--- config.mk ---
export PLATFORM = sky130hd
export DESIGN_NAME = cts_sense
export DESIGN_NICKNAME = d
export VERILOG_FILES = /design/src/hdl/cts_sense.v /design/src/hdl/cts_sync.v
export VERILOG_INCLUDE_DIRS = /design/src /design/src/hdl
export SDC_FILE = /design/constraint.sdc
export NUM_CORES = 1
export LEC_CHECK = 0
export ABC_AREA = 1
export BUFFER_PORTS_ARGS = -buffer_cell sky130_fd_sc_hd__buf_4
export CAP_MARGIN = 20
export CORE_MARGIN = 10
export CORE_UTILIZATION = 40
export CTS_CLUSTER_DIAMETER = 200
export DETAILED_ROUTE_END_ITERATION = 6
export RECOVER_POWER = 25
export SLEW_MARGIN = 20
export SYNTH_ARGS = -nofsm -noshare
export SYNTH_HDL_FRONTEND = slang
export SYNTH_HIERARCHICAL = 1
export SYNTH_SLANG_ARGS = --single-unit
--- constraint.sdc ---
create_clock -name mclk -period 3.3 [get_ports mclk]
set_input_delay 0.66 -clock mclk [delete_from_list [all_inputs] [get_ports mclk]]
set_output_delay 0.66 -clock mclk [all_outputs]
set_load 0.02 [all_outputs]
--- src/hdl/cts_consts.vh ---
`ifndef CTS_CONSTS_VH
`define CTS_CONSTS_VH
// APB byte offsets
`define CTS_OFF_CTRL1      12'h000
`define CTS_OFF_CTRL2      12'h004
`define CTS_OFF_TMR_CTRL   12'h008
`define CTS_OFF_SMALL_CNT  12'h00C
`define CTS_OFF_WIDE_CNT   12'h010
`define CTS_OFF_STATUS     12'h014
// sense_control_first fields
`define CTS_C1_ENABLE      7
`define CTS_C1_REFMODE     6
`define CTS_C1_RNG_HI      3
`define CTS_C1_RNG_LO      2
`define CTS_C1_STATE       1
`define CTS_C1_EXTSEL      0
// timer control fields
`define CTS_TC_SMALL_CS    0
`define CTS_TC_WIDE_CS_LO  1
`define CTS_TC_WIDE_CS_HI  2
`define CTS_TC_WIDE_ON     3
`define CTS_TC_WIDE_GE     4
`define CTS_TC_SMALL_CLR   5
`define CTS_TC_WIDE_CLR    6
// Reset values
`define CTS_RST_CTRL1      8'h00
`define CTS_RST_CTRL2      4'h0
`define CTS_RST_TMR_CTRL   5'h00
// Encodings
`define CTS_RNG_NOISE_OFF  2'h0
`define CTS_WIDE_CS_OSC    2'h3
`endif

--- src/hdl/cts_sense.v ---
// Added by the designer: the APB slave port and the address map.
`timescale 1ns/1ps
`include "cts_consts.vh"

// Notes on behaviour
// - Sixteen pads; channel field connects exactly one pad to the oscillator.
// - Changing channel while enabled moves the oscillator to the new pad.
// - Read-only bit shows oscillator sourcing or sinking.
// - Reference bit 1: DAC low, fixed reference high; 0: ground and supply.
// - Range 01/10/11 low/medium/high; 00 noise (high) or off (low).
// - Noise mode stops pad current, comparators stay active.
// - In noise mode pad noise toggles comparator output.
// - Oscillator clocks the small or the wide gated timer.
// - Ext select set and small clock-source clear: small timer uses oscillator.
// - Wide clock-source 11: wide timer uses oscillator.
// - Wide timer off when on=0, free when gate off, gated otherwise.
// - Oscillator keeps running while enabled, even in sleep.
// - Small timer stops in sleep.
module cts_sense #(
	parameter NUM_PADS = 16,
	parameter CH_W     = 4
) (
	input  wire                mclk,
	input  wire                srst,
	input  wire                psel,
	input  wire                penable,
	input  wire                pwrite,
	input  wire [11:0]         paddr,
	input  wire [31:0]         pwdata,
	output reg  [31:0]         prdata,
	output reg                 pready,
	output reg                 pslverr,
	input  wire                cpu_sleep,
	input  wire                comp_upper,
	input  wire                comp_lower,
	input  wire                small_ext_pin,
	input  wire                wide_gate_in,
	output reg  [NUM_PADS-1:0] pad_connect,
	output reg                 osc_enable,
	output reg                 source_on,
	output reg                 sink_on,
	output reg                 comparators_on,
	output reg                 ref_mode_variable,
	output reg  [1:0]          current_range_out,
	output reg                 small_timer_tick,
	output reg                 wide_timer_tick,
	output reg                 small_overflow
);
	//--------------------------------------------------
	// Registers
	//--------------------------------------------------
	reg            sense_unit_enable;
	reg            reference_mode_bit;
	reg [1:0]      current_range_field;
	reg            small_timer_ext_source_sel;
	reg [CH_W-1:0] sense_channel_select;
	reg            small_timer_clock_source;
	reg [1:0]      wide_timer_clock_source;
	reg            wide_timer_on;
	reg            wide_timer_gate_enable;
	reg            osc_source_sink_state;
	reg [7:0]      small_cnt;
	reg [15:0]     wide_cnt;
	reg            period_done;

	localparam [7:0]      RST_C1 = `CTS_RST_CTRL1;
	localparam [CH_W-1:0] RST_C2 = `CTS_RST_CTRL2;
	localparam [4:0]      RST_TC = `CTS_RST_TMR_CTRL;

	wire up_s;
	wire lo_s;
	wire pin_s;
	wire gate_s;

	cts_sync u_up (
		.mclk (mclk),
		.srst (srst),
		.din  (comp_upper),
		.dout (up_s)
	);
	cts_sync u_lo (
		.mclk (mclk),
		.srst (srst),
		.din  (comp_lower),
		.dout (lo_s)
	);
	cts_sync u_pin (
		.mclk (mclk),
		.srst (srst),
		.din  (small_ext_pin),
		.dout (pin_s)
	);
	cts_sync u_gate (
		.mclk (mclk),
		.srst (srst),
		.din  (wide_gate_in),
		.dout (gate_s)
	);

	wire noise_mode = reference_mode_bit &&
		(current_range_field == `CTS_RNG_NOISE_OFF);
	wire osc_off    = !reference_mode_bit &&
		(current_range_field == `CTS_RNG_NOISE_OFF);
	// Sleep is deliberately not a term here
	wire osc_run    = sense_unit_enable && !osc_off;
	wire small_from_osc = small_timer_ext_source_sel && !small_timer_clock_source;
	wire wide_from_osc  = (wide_timer_clock_source == `CTS_WIDE_CS_OSC);

	//--------------------------------------------------
	// Oscillator state tracking
	//--------------------------------------------------
	// Comparator crossings flip the phase; noise can still toggle it.
	reg            next_state;
	reg            next_done;
	always @* begin
		next_state = osc_source_sink_state;
		next_done  = 1'b0;
		if (osc_run || noise_mode) begin
			if (osc_source_sink_state && up_s)
				next_state = 1'b0;
			else if (!osc_source_sink_state && lo_s) begin
				next_state = 1'b1;
				// Sink phase ended: one whole period has elapsed
				next_done  = 1'b1;
			end
		end
	end

	always @(posedge mclk) begin
		if (srst) begin
			osc_source_sink_state <= 1'b1;
			period_done           <= 1'b0;
		end else begin
			osc_source_sink_state <= (sense_unit_enable) ? next_state : 1'b1;
			period_done           <= sense_unit_enable & next_done;
		end
	end

	//--------------------------------------------------
	// Analogue control outputs
	//--------------------------------------------------
	integer i;
	always @(posedge mclk) begin
		if (srst) begin
			pad_connect       <= {NUM_PADS{1'b0}};
			osc_enable        <= 1'b0;
			source_on         <= 1'b0;
			sink_on           <= 1'b0;
			comparators_on    <= 1'b0;
			ref_mode_variable <= 1'b0;
			current_range_out <= 2'h0;
		end else begin
			for (i = 0; i < NUM_PADS; i = i + 1)
				pad_connect[i] <= sense_unit_enable &&
					(sense_channel_select == i[CH_W-1:0]);
			osc_enable        <= osc_run;
			// Noise mode: no pad current, comparators kept alive
			source_on         <= osc_run && !noise_mode && osc_source_sink_state;
			sink_on           <= osc_run && !noise_mode && !osc_source_sink_state;
			comparators_on    <= osc_run;
			ref_mode_variable <= reference_mode_bit;
			current_range_out <= current_range_field;
		end
	end

	//--------------------------------------------------
	// Timers
	//--------------------------------------------------
	reg pin_q;
	wire pin_rise   = pin_s && !pin_q;
	wire small_clk  = small_from_osc ? period_done :
		(small_timer_clock_source ? pin_rise : 1'b0);
	wire small_inc  = small_clk && !cpu_sleep;
	wire wide_run   = wide_timer_on && (!wide_timer_gate_enable || gate_s);
	wire wide_inc   = wide_from_osc && period_done && wide_run;
	wire apb_wr     = psel && penable && pwrite;
	wire wr_tc      = apb_wr && (paddr == `CTS_OFF_TMR_CTRL);

	always @(posedge mclk) begin
		if (srst) begin
			pin_q            <= 1'b0;
			small_cnt        <= 8'h00;
			wide_cnt         <= 16'h0000;
			small_timer_tick <= 1'b0;
			wide_timer_tick  <= 1'b0;
			small_overflow   <= 1'b0;
		end else begin
			pin_q            <= pin_s;
			small_timer_tick <= small_inc;
			wide_timer_tick  <= wide_inc;
			small_overflow   <= small_inc && (small_cnt == 8'hFF);
			if (wr_tc && pwdata[`CTS_TC_SMALL_CLR])
				small_cnt <= 8'h00;
			else if (small_inc)
				small_cnt <= small_cnt + 8'h01;
			if (wr_tc && pwdata[`CTS_TC_WIDE_CLR])
				wide_cnt <= 16'h0000;
			else if (wide_inc)
				wide_cnt <= wide_cnt + 16'h0001;
		end
	end

	//--------------------------------------------------
	// APB slave, zero wait states
	//--------------------------------------------------
	wire known = (paddr == `CTS_OFF_CTRL1) || (paddr == `CTS_OFF_CTRL2) ||
		(paddr == `CTS_OFF_TMR_CTRL) || (paddr == `CTS_OFF_SMALL_CNT) ||
		(paddr == `CTS_OFF_WIDE_CNT) || (paddr == `CTS_OFF_STATUS);
	reg [31:0] rd_mux;
	always @* begin
		rd_mux = 32'h0000_0000;
		case (paddr)
		`CTS_OFF_CTRL1: begin
			rd_mux[`CTS_C1_ENABLE]  = sense_unit_enable;
			rd_mux[`CTS_C1_REFMODE] = reference_mode_bit;
			rd_mux[`CTS_C1_RNG_HI:`CTS_C1_RNG_LO] = current_range_field;
			rd_mux[`CTS_C1_STATE]   = osc_source_sink_state;
			rd_mux[`CTS_C1_EXTSEL]  = small_timer_ext_source_sel;
		end
		`CTS_OFF_CTRL2:     rd_mux[CH_W-1:0] = sense_channel_select;
		`CTS_OFF_TMR_CTRL: begin
			rd_mux[`CTS_TC_SMALL_CS] = small_timer_clock_source;
			rd_mux[`CTS_TC_WIDE_CS_HI:`CTS_TC_WIDE_CS_LO] = wide_timer_clock_source;
			rd_mux[`CTS_TC_WIDE_ON]  = wide_timer_on;
			rd_mux[`CTS_TC_WIDE_GE]  = wide_timer_gate_enable;
		end
		`CTS_OFF_SMALL_CNT: rd_mux[7:0]  = small_cnt;
		`CTS_OFF_WIDE_CNT:  rd_mux[15:0] = wide_cnt;
		`CTS_OFF_STATUS: begin
			rd_mux[0] = osc_source_sink_state;
			rd_mux[1] = osc_run;
			rd_mux[2] = noise_mode;
		end
		default:            rd_mux = 32'h0000_0000;
		endcase
	end

	always @(posedge mclk) begin
		if (srst) begin
			sense_unit_enable          <= RST_C1[`CTS_C1_ENABLE];
			reference_mode_bit         <= RST_C1[`CTS_C1_REFMODE];
			current_range_field        <= RST_C1[`CTS_C1_RNG_HI:`CTS_C1_RNG_LO];
			small_timer_ext_source_sel <= RST_C1[`CTS_C1_EXTSEL];
			sense_channel_select       <= RST_C2;
			small_timer_clock_source   <= RST_TC[`CTS_TC_SMALL_CS];
			wide_timer_clock_source    <= RST_TC[`CTS_TC_WIDE_CS_HI:`CTS_TC_WIDE_CS_LO];
			wide_timer_on              <= RST_TC[`CTS_TC_WIDE_ON];
			wide_timer_gate_enable     <= RST_TC[`CTS_TC_WIDE_GE];
			prdata                     <= 32'h0000_0000;
			pready                     <= 1'b0;
			pslverr                    <= 1'b0;
		end else begin
			// pready answers in the setup cycle's following edge
			pready  <= psel && !penable;
			pslverr <= psel && !penable && !known;
			if (psel && !penable)
				prdata <= rd_mux;
			if (apb_wr && pready) begin
				case (paddr)
				`CTS_OFF_CTRL1: begin
					sense_unit_enable          <= pwdata[`CTS_C1_ENABLE];
					reference_mode_bit         <= pwdata[`CTS_C1_REFMODE];
					current_range_field        <= pwdata[`CTS_C1_RNG_HI:`CTS_C1_RNG_LO];
					small_timer_ext_source_sel <= pwdata[`CTS_C1_EXTSEL];
				end
				`CTS_OFF_CTRL2:
					sense_channel_select <= pwdata[CH_W-1:0];
				`CTS_OFF_TMR_CTRL: begin
					small_timer_clock_source <= pwdata[`CTS_TC_SMALL_CS];
					wide_timer_clock_source  <=
						pwdata[`CTS_TC_WIDE_CS_HI:`CTS_TC_WIDE_CS_LO];
					wide_timer_on            <= pwdata[`CTS_TC_WIDE_ON];
					wide_timer_gate_enable   <= pwdata[`CTS_TC_WIDE_GE];
				end
				default: ;
				endcase
			end
		end
	end
endmodule

--- src/hdl/cts_sync.v ---
`timescale 1ns/1ps
// Three-stage synchroniser; output changes once stages two and three agree
module cts_sync (
	input  wire mclk,
	input  wire srst,
	input  wire din,
	output reg  dout
);
	reg s1;
	reg s2;
	reg s3;

	always @(posedge mclk) begin
		if (srst) begin
			s1   <= 1'b0;
			s2   <= 1'b0;
			s3   <= 1'b0;
			dout <= 1'b0;
		end else begin
			s1 <= din;
			s2 <= s1;
			s3 <= s2;
			if (s2 == s3)
				dout <= s3;
		end
	end
endmodule

# After elaboration in Yosys (flattened, before gate mapping)
# Cells that the tools add are included.
dict set report totals {
  mem_bits_ro 0
  in_bits 54
  mem_count 0
  mem_bits_rw 0
  word_cells 152
  latchBits 0
  register_bits 100
}
dict set report op_classes {
  n_lt_le_gt_ge 0
  n_addsub 2
  div 0
  eq_ne 26
  shift 0
  n_mux 13
  multipliers 0
  n_reduce_logical 67
  n_bitwise 2
}
# operator n
set op_table {}
lappend op_table {{$logic_and 1x1->1} 39}
lappend op_table {{$eq 4x4->1 const B} 8}
lappend op_table {{$eq 12x4->1 const B} 2}
lappend op_table {{$eq 12x5->1 const B} 2}
lappend op_table {{$pmux 3 s6} 1}
lappend op_table {{$add 16x1->16 const B} 1}
lappend op_table {{$eq 4x3->1 const B} 4}
lappend op_table {{$eq 12x3->1 const B} 1}
lappend op_table {{$logic_not 12->1} 1}
lappend op_table {{$logic_not 1->1} 10}
lappend op_table {{$add 8x1->8 const B} 1}
lappend op_table {{$eq 4x2->1 const B} 2}
lappend op_table {{$eq 8x8->1 const B} 1}
lappend op_table {{$mux 8} 1}
lappend op_table {{$reduce_and 2->1} 4}
lappend op_table {{$logic_or 1x1->1} 7}
lappend op_table {{$mux 1} 7}
lappend op_table {{$pmux 2 s3} 1}
lappend op_table {{$reduce_or 2->1} 3}
lappend op_table {{$pmux 1 s5} 1}
lappend op_table {{$eq 1x1->1} 4}
lappend op_table {{$eq 4x1->1 const B} 1}
lappend op_table {{$logic_not 4->1} 1}
lappend op_table {{$pmux 1 s3} 1}
lappend op_table {{other kinds (6)} 6}

# Longest topological paths before layout
dict set report depth {
  ltp_word 8
  mapped_depth 9
  depth_no_buf 9
}

# Cells and area by module
# Netlist, hierarchy kept.
# mod cells_each seq_area_each_um2 instances area_each_um2
set by_module_without_submodules {}
lappend by_module_without_submodules {cts_sense 530 1681.6 1 3863.7}
lappend by_module_without_submodules {cts_sync 13 80.1 4 121.4}

# Least setup slack after synthesis
# Ideal clock, no wire load.
dict set report synth_path {
  path_type {input to register}
  startpoint {input paddr[0]}
  endpoint {register wide_cnt[6]}
  arrival_ps 1525
  slack_ps 1660
  cell_stages 9
  n_path_buf 1
  path_cell_list {inv_1 -> nand2_1 -> nor2_4 -> nand2_2 -> nor2_4 -> nand3_2 -> nand2_4 -> buf_6 -> nor2_1}
}
dict set report synth_via {
  elab_chain_len 4
}
# element line_no
set synth_lines {}
lappend synth_lines {{start: declaration} cts_sense.v:28} ;# input wire [11:0] paddr,
lappend synth_lines {{$eq 12x4->1} -}
lappend synth_lines {{$logic_and 1x1->1} cts_sense.v:177} ;# wire wr_tc = apb_wr && (paddr == `CTS_OFF_TMR_CTRL);
lappend synth_lines {{$logic_and 1x1->1} cts_sense.v:196} ;# if (wr_tc && pwdata[`CTS_TC_WIDE_CLR])
lappend synth_lines {{$reduce_or 2->1 (no source line)} -}
lappend synth_lines {{end signal: assignment} cts_sense.v:199} ;# wide_cnt <= wide_cnt + 16'h0001;
lappend synth_lines {{end: declaration} cts_sense.v:63} ;# reg [15:0] wide_cnt;
# No other way between the ends.
# A chain may end at the register's enable or synchronous reset.

# Final worst setup path
dict set report layout_path {
  startpoint {input penable}
  endpoint {register pslverr}
}
dict set report layout_via {
  elab_chain_len 3
}
# element line_no
set layout_lines {}
lappend layout_lines {{start: declaration} cts_sense.v:26} ;# input wire penable,
lappend layout_lines {{$logic_not 1->1} cts_sense.v:255} ;# pslverr <= psel && !penable && !known;
lappend layout_lines {{$logic_and 1x1->1 (2 in a row)} cts_sense.v:255}
lappend layout_lines {{end signal: assignment} cts_sense.v:255}
lappend layout_lines {{end: declaration} cts_sense.v:32} ;# output reg pslverr,
# No other way between the ends.

==> results.toml <==
[outcome]
outcome = "finished clean"

[global_route]
antenna_found_initial = 0
grt.total_usage = 0.138
grt_pass1_vias = 3603
grt_pass1_wl_um = 17900
overflow = 0
grt_max_degree = 36

[setup_path]
critical_path.max_fanout = 31
path_cells = "buf_4 -> nor2_1 -> clkbuf_1 -> inv_1 -> nor2_1 -> nand3_1 -> nor2_1"
critical_path.most_common_cell = "nor2_1"
crit_required_ns = 3.62
worstSetupStartpointType = "primary input"
critPathMaxStageDelay_ns = 0.85
reg2reg_from = "wide_timer_on"
end_kind = "flop"
path_class = "in2reg"
r2r_setup_slack_ns = 1.66
r2r-end = "wide_cnt[5]"
cp.arrival_ns = 2.32
reg2regPathDepth = 6
cpMaxStageDelayCell = "clkbuf_1"

[finish]
area_delta_synth_final_pct = 18.1
drive_above_1_share = 0.185
fin_nets = 712
utilization = 0.478
antennaDiodeCount = 0

[logic_synthesis]
synth_compound_area_frac = 0.0995
syn_area_per_cell_um2 = 7.47
synthCells = 582
synth_fa_ha_area_frac = 0.00575
synthSimpleGateAreaFrac = 0.310
synth_cell_types = 32
yosys_register_bits = 100
yosys_warnings = 6
synth_top_family_by_area = "simple AND/OR/NAND/NOR gates"
syn_area_um2 = 4350
synth_xor_area_frac = 0.0222
synthMuxAreaShare = 0
seq_area_frac_synth = 0.460

[drt]
vias = 3764
avgRoutedWirePerCell_um = 13.4
dr.pass1.iters = 4
wl_um = 10700
ant_nets = 0
drtIter0Drc = 219
drcViolationCount = 0
drt-vias-per-instance = 4.70

[clocking]
postCtsHoldBufs = 0
clkTransAtPathRegs_ns = 0.10
cts_tree = "yes"
numCtsBuffers = 9
cts_root_buf = "clkbuf_8"
clock-sinks = 100
htree_levels = 3
cts_resized = 0
clock_path_buffers = 2
post-cts-setup-buffers = 0
insertion_delay_ns = 0.37

[die]
die-area_um2 = 15400
rows = 38
core_um2 = 10700
die_x_um = 124
initial_utilization = 0.405
die_height_um = 124
io_pins = 114

[power_and_ir_drop]
netSwitchingFraction = 0.258
cellPowerDensity_nw_per_um2 = 415
power_frac_seq = 0.578
p_int_uw = 1580
vdd_drop_max_mv = 0.183
switching_power_uw = 548
power_frac_clock = 0.352
combPwrFrac = 0.069
p_leak_uw = 0.00211

[worst_hold_path]
min_from = "u_pin/s1"
hold_class = "reg2reg"
min_to = "u_pin/s2"
min_delay_path_depth = 2

[sta]
hold_viol_final = 0
fmax_mhz = 499
fin_setup_tns_ns = 0
relSlewSlack = 0.233
fin_crit_sh = 0.607
fin_skew_ns = 0.00858
layout_min_cycle_time_ns = 2.00
fin_ws_ns = 1.30
final-max-slew-violation-count = 0
worstMarginPinSlew_ns = 1.15
rsz0062_at_grt = "no"
finalSetupViolations = 0

[place]
portBuffers = 73
dp_hpwl_um = 8320
dp_slack_ns = 1.10
gp_congestion = 0.899

[flow_run]
cap_violations = 0
-- worst max-delay path by stage --
stage	start	slack (ns)	endpoint	depth (start not counted)
2_1_floorplan	paddr[0]	1.66	wide_cnt[6]	9
5_1_grt	penable	1.12	pslverr	7
6_report	penable	1.30	pslverr	7
3_5_place_dp	srst	1.10	small_cnt[2]	4
4_1_cts	srst	1.51	small_cnt[2]	4
3_3_place_gp	srst	1.17	small_cnt[6]	4
-- cells in the final DEF (no fill, tap or decap), types with 2 or more instances in the layout --
cell | synthesis | routed
xor2_1 | 5 | 5
clkinv_4 | 0 | 2
nand2_1 | 106 | 106
nor3_1 | 9 | 9
o211ai_1 | 2 | 2
o21ai_0 | 25 | 25
clkbuf_1 | 4 | 2
nand4_1 | 14 | 14
buf_4 | 17 | 73
o21bai_1 | 4 | 4
a21oi_1 | 48 | 48
nor2_4 | 7 | 7
inv_1 | 66 | 66
ha_1 | 2 | 2
dfxtp_1 | 100 | 100
conb_1 | 1 | 16
nand2_2 | 6 | 6
inv_2 | 4 | 4
xnor2_1 | 6 | 6
nand3_1 | 46 | 47
a21oi_2 | 2 | 2
nand3_2 | 5 | 4
clkbuf_8 | 0 | 10
nor2_2 | 9 | 9
nor3b_1 | 2 | 2
nor2_1 | 82 | 82
-- through the flow --
step	hold slack [ns]	area, um2	total power (uW)	instances
finish	0.406	5130	2130	801
global route	0.442	5130	2220	801
CTS	0.409	5140	2150	801
detailed placement	0.395	4960	1410	785
global placement	0.389	4960	1400	785
floorplan	0.388	4410	1360	597
-- sequential cells by signal, summed over array words and instances (netlist names), 2 cells and up --
signal and flops:
sense_channel_select 4, prdata 16, wide_cnt 16, current_range_field 2
pad_connect 16, current_range_out 2, small_cnt 8, wide_timer_clock_source 2
-- per-layer routing --
| metal | GRT usage | vias up | share of wire |
|---|---|---|---|
| met1 | 0.183 | 1690 | 0.49 |
| li1 | - | 1987 | - |
| met3 | 0.0230 | 15 | 0.037 |
| met2 | 0.214 | 72 | 0.45 |
| met4 | 0.0672 | 0 | 0.024 |
| met5 | 0 | - | 0 |
-- cell usage after synthesis --
master	n	share of area
nor3_4	1	0.0037
o21ai_0	25	0.029
nand3b_1	1	0.0017
o211ai_1	2	0.0035
nand2_1	106	0.091
buf_6	2	0.0052
inv_2	4	0.0035
clkbuf_1	4	0.0035
nand3_2	5	0.012
nand3_1	46	0.053
buf_4	17	0.029
o21ai_1	1	0.0011
a21oi_2	2	0.0040
inv_1	66	0.057
nor2_1	82	0.071
nor2_4	7	0.018
ha_1	2	0.0058
nand4_1	14	0.020
or2_0	1	0.0014
xnor2_1	6	0.012
xor2_1	5	0.010
nor3_1	9	0.010
a21oi_1	48	0.055
nand2_4	1	0.0026
conb_1	1	0.00086
nor3b_1	2	0.0035
nand2_2	6	0.0086
buf_2	2	0.0023
o21bai_1	4	0.0069
dfxtp_1	100	0.46
buf_1	1	0.00086
nor2_2	9	0.013
-- power by group through the flow --
stage	registers (uW)	clock network, uW	logic [uW]
4_1_cts	1230	773	148
5_1_grt	1230	821	163
6_report	1230	751	148
3_3_place_gp	1260	0	146
2_1_floorplan	1270	0	85.8
3_5_place_dp	1260	0	148
-- cell families after synthesis --
logic type,Yosys count
AND/OR/NAND/NOR,290
flip-flops,100
buffers and inverters,96
AO/OA/AOI/OAI,82
other,1
adder cells (fa/ha/maj),2
XOR/XNOR,11
-- critical path: cells and delay by family --
family	cells	cell delay [ns]
simple gates	4	0.48
buf+inv	3	1.16
-- cell type report --
type	count	area, um2
inverters	70	263
flip-flops and latches	100	2000
clock inverters	5	45.0
clock buffers	11	141
fillers	1146	5610
multi-input cells	401	1960
well taps	140	175
repair buffers	74	552
No activity file was read; power rests on OpenSTA's default activity.
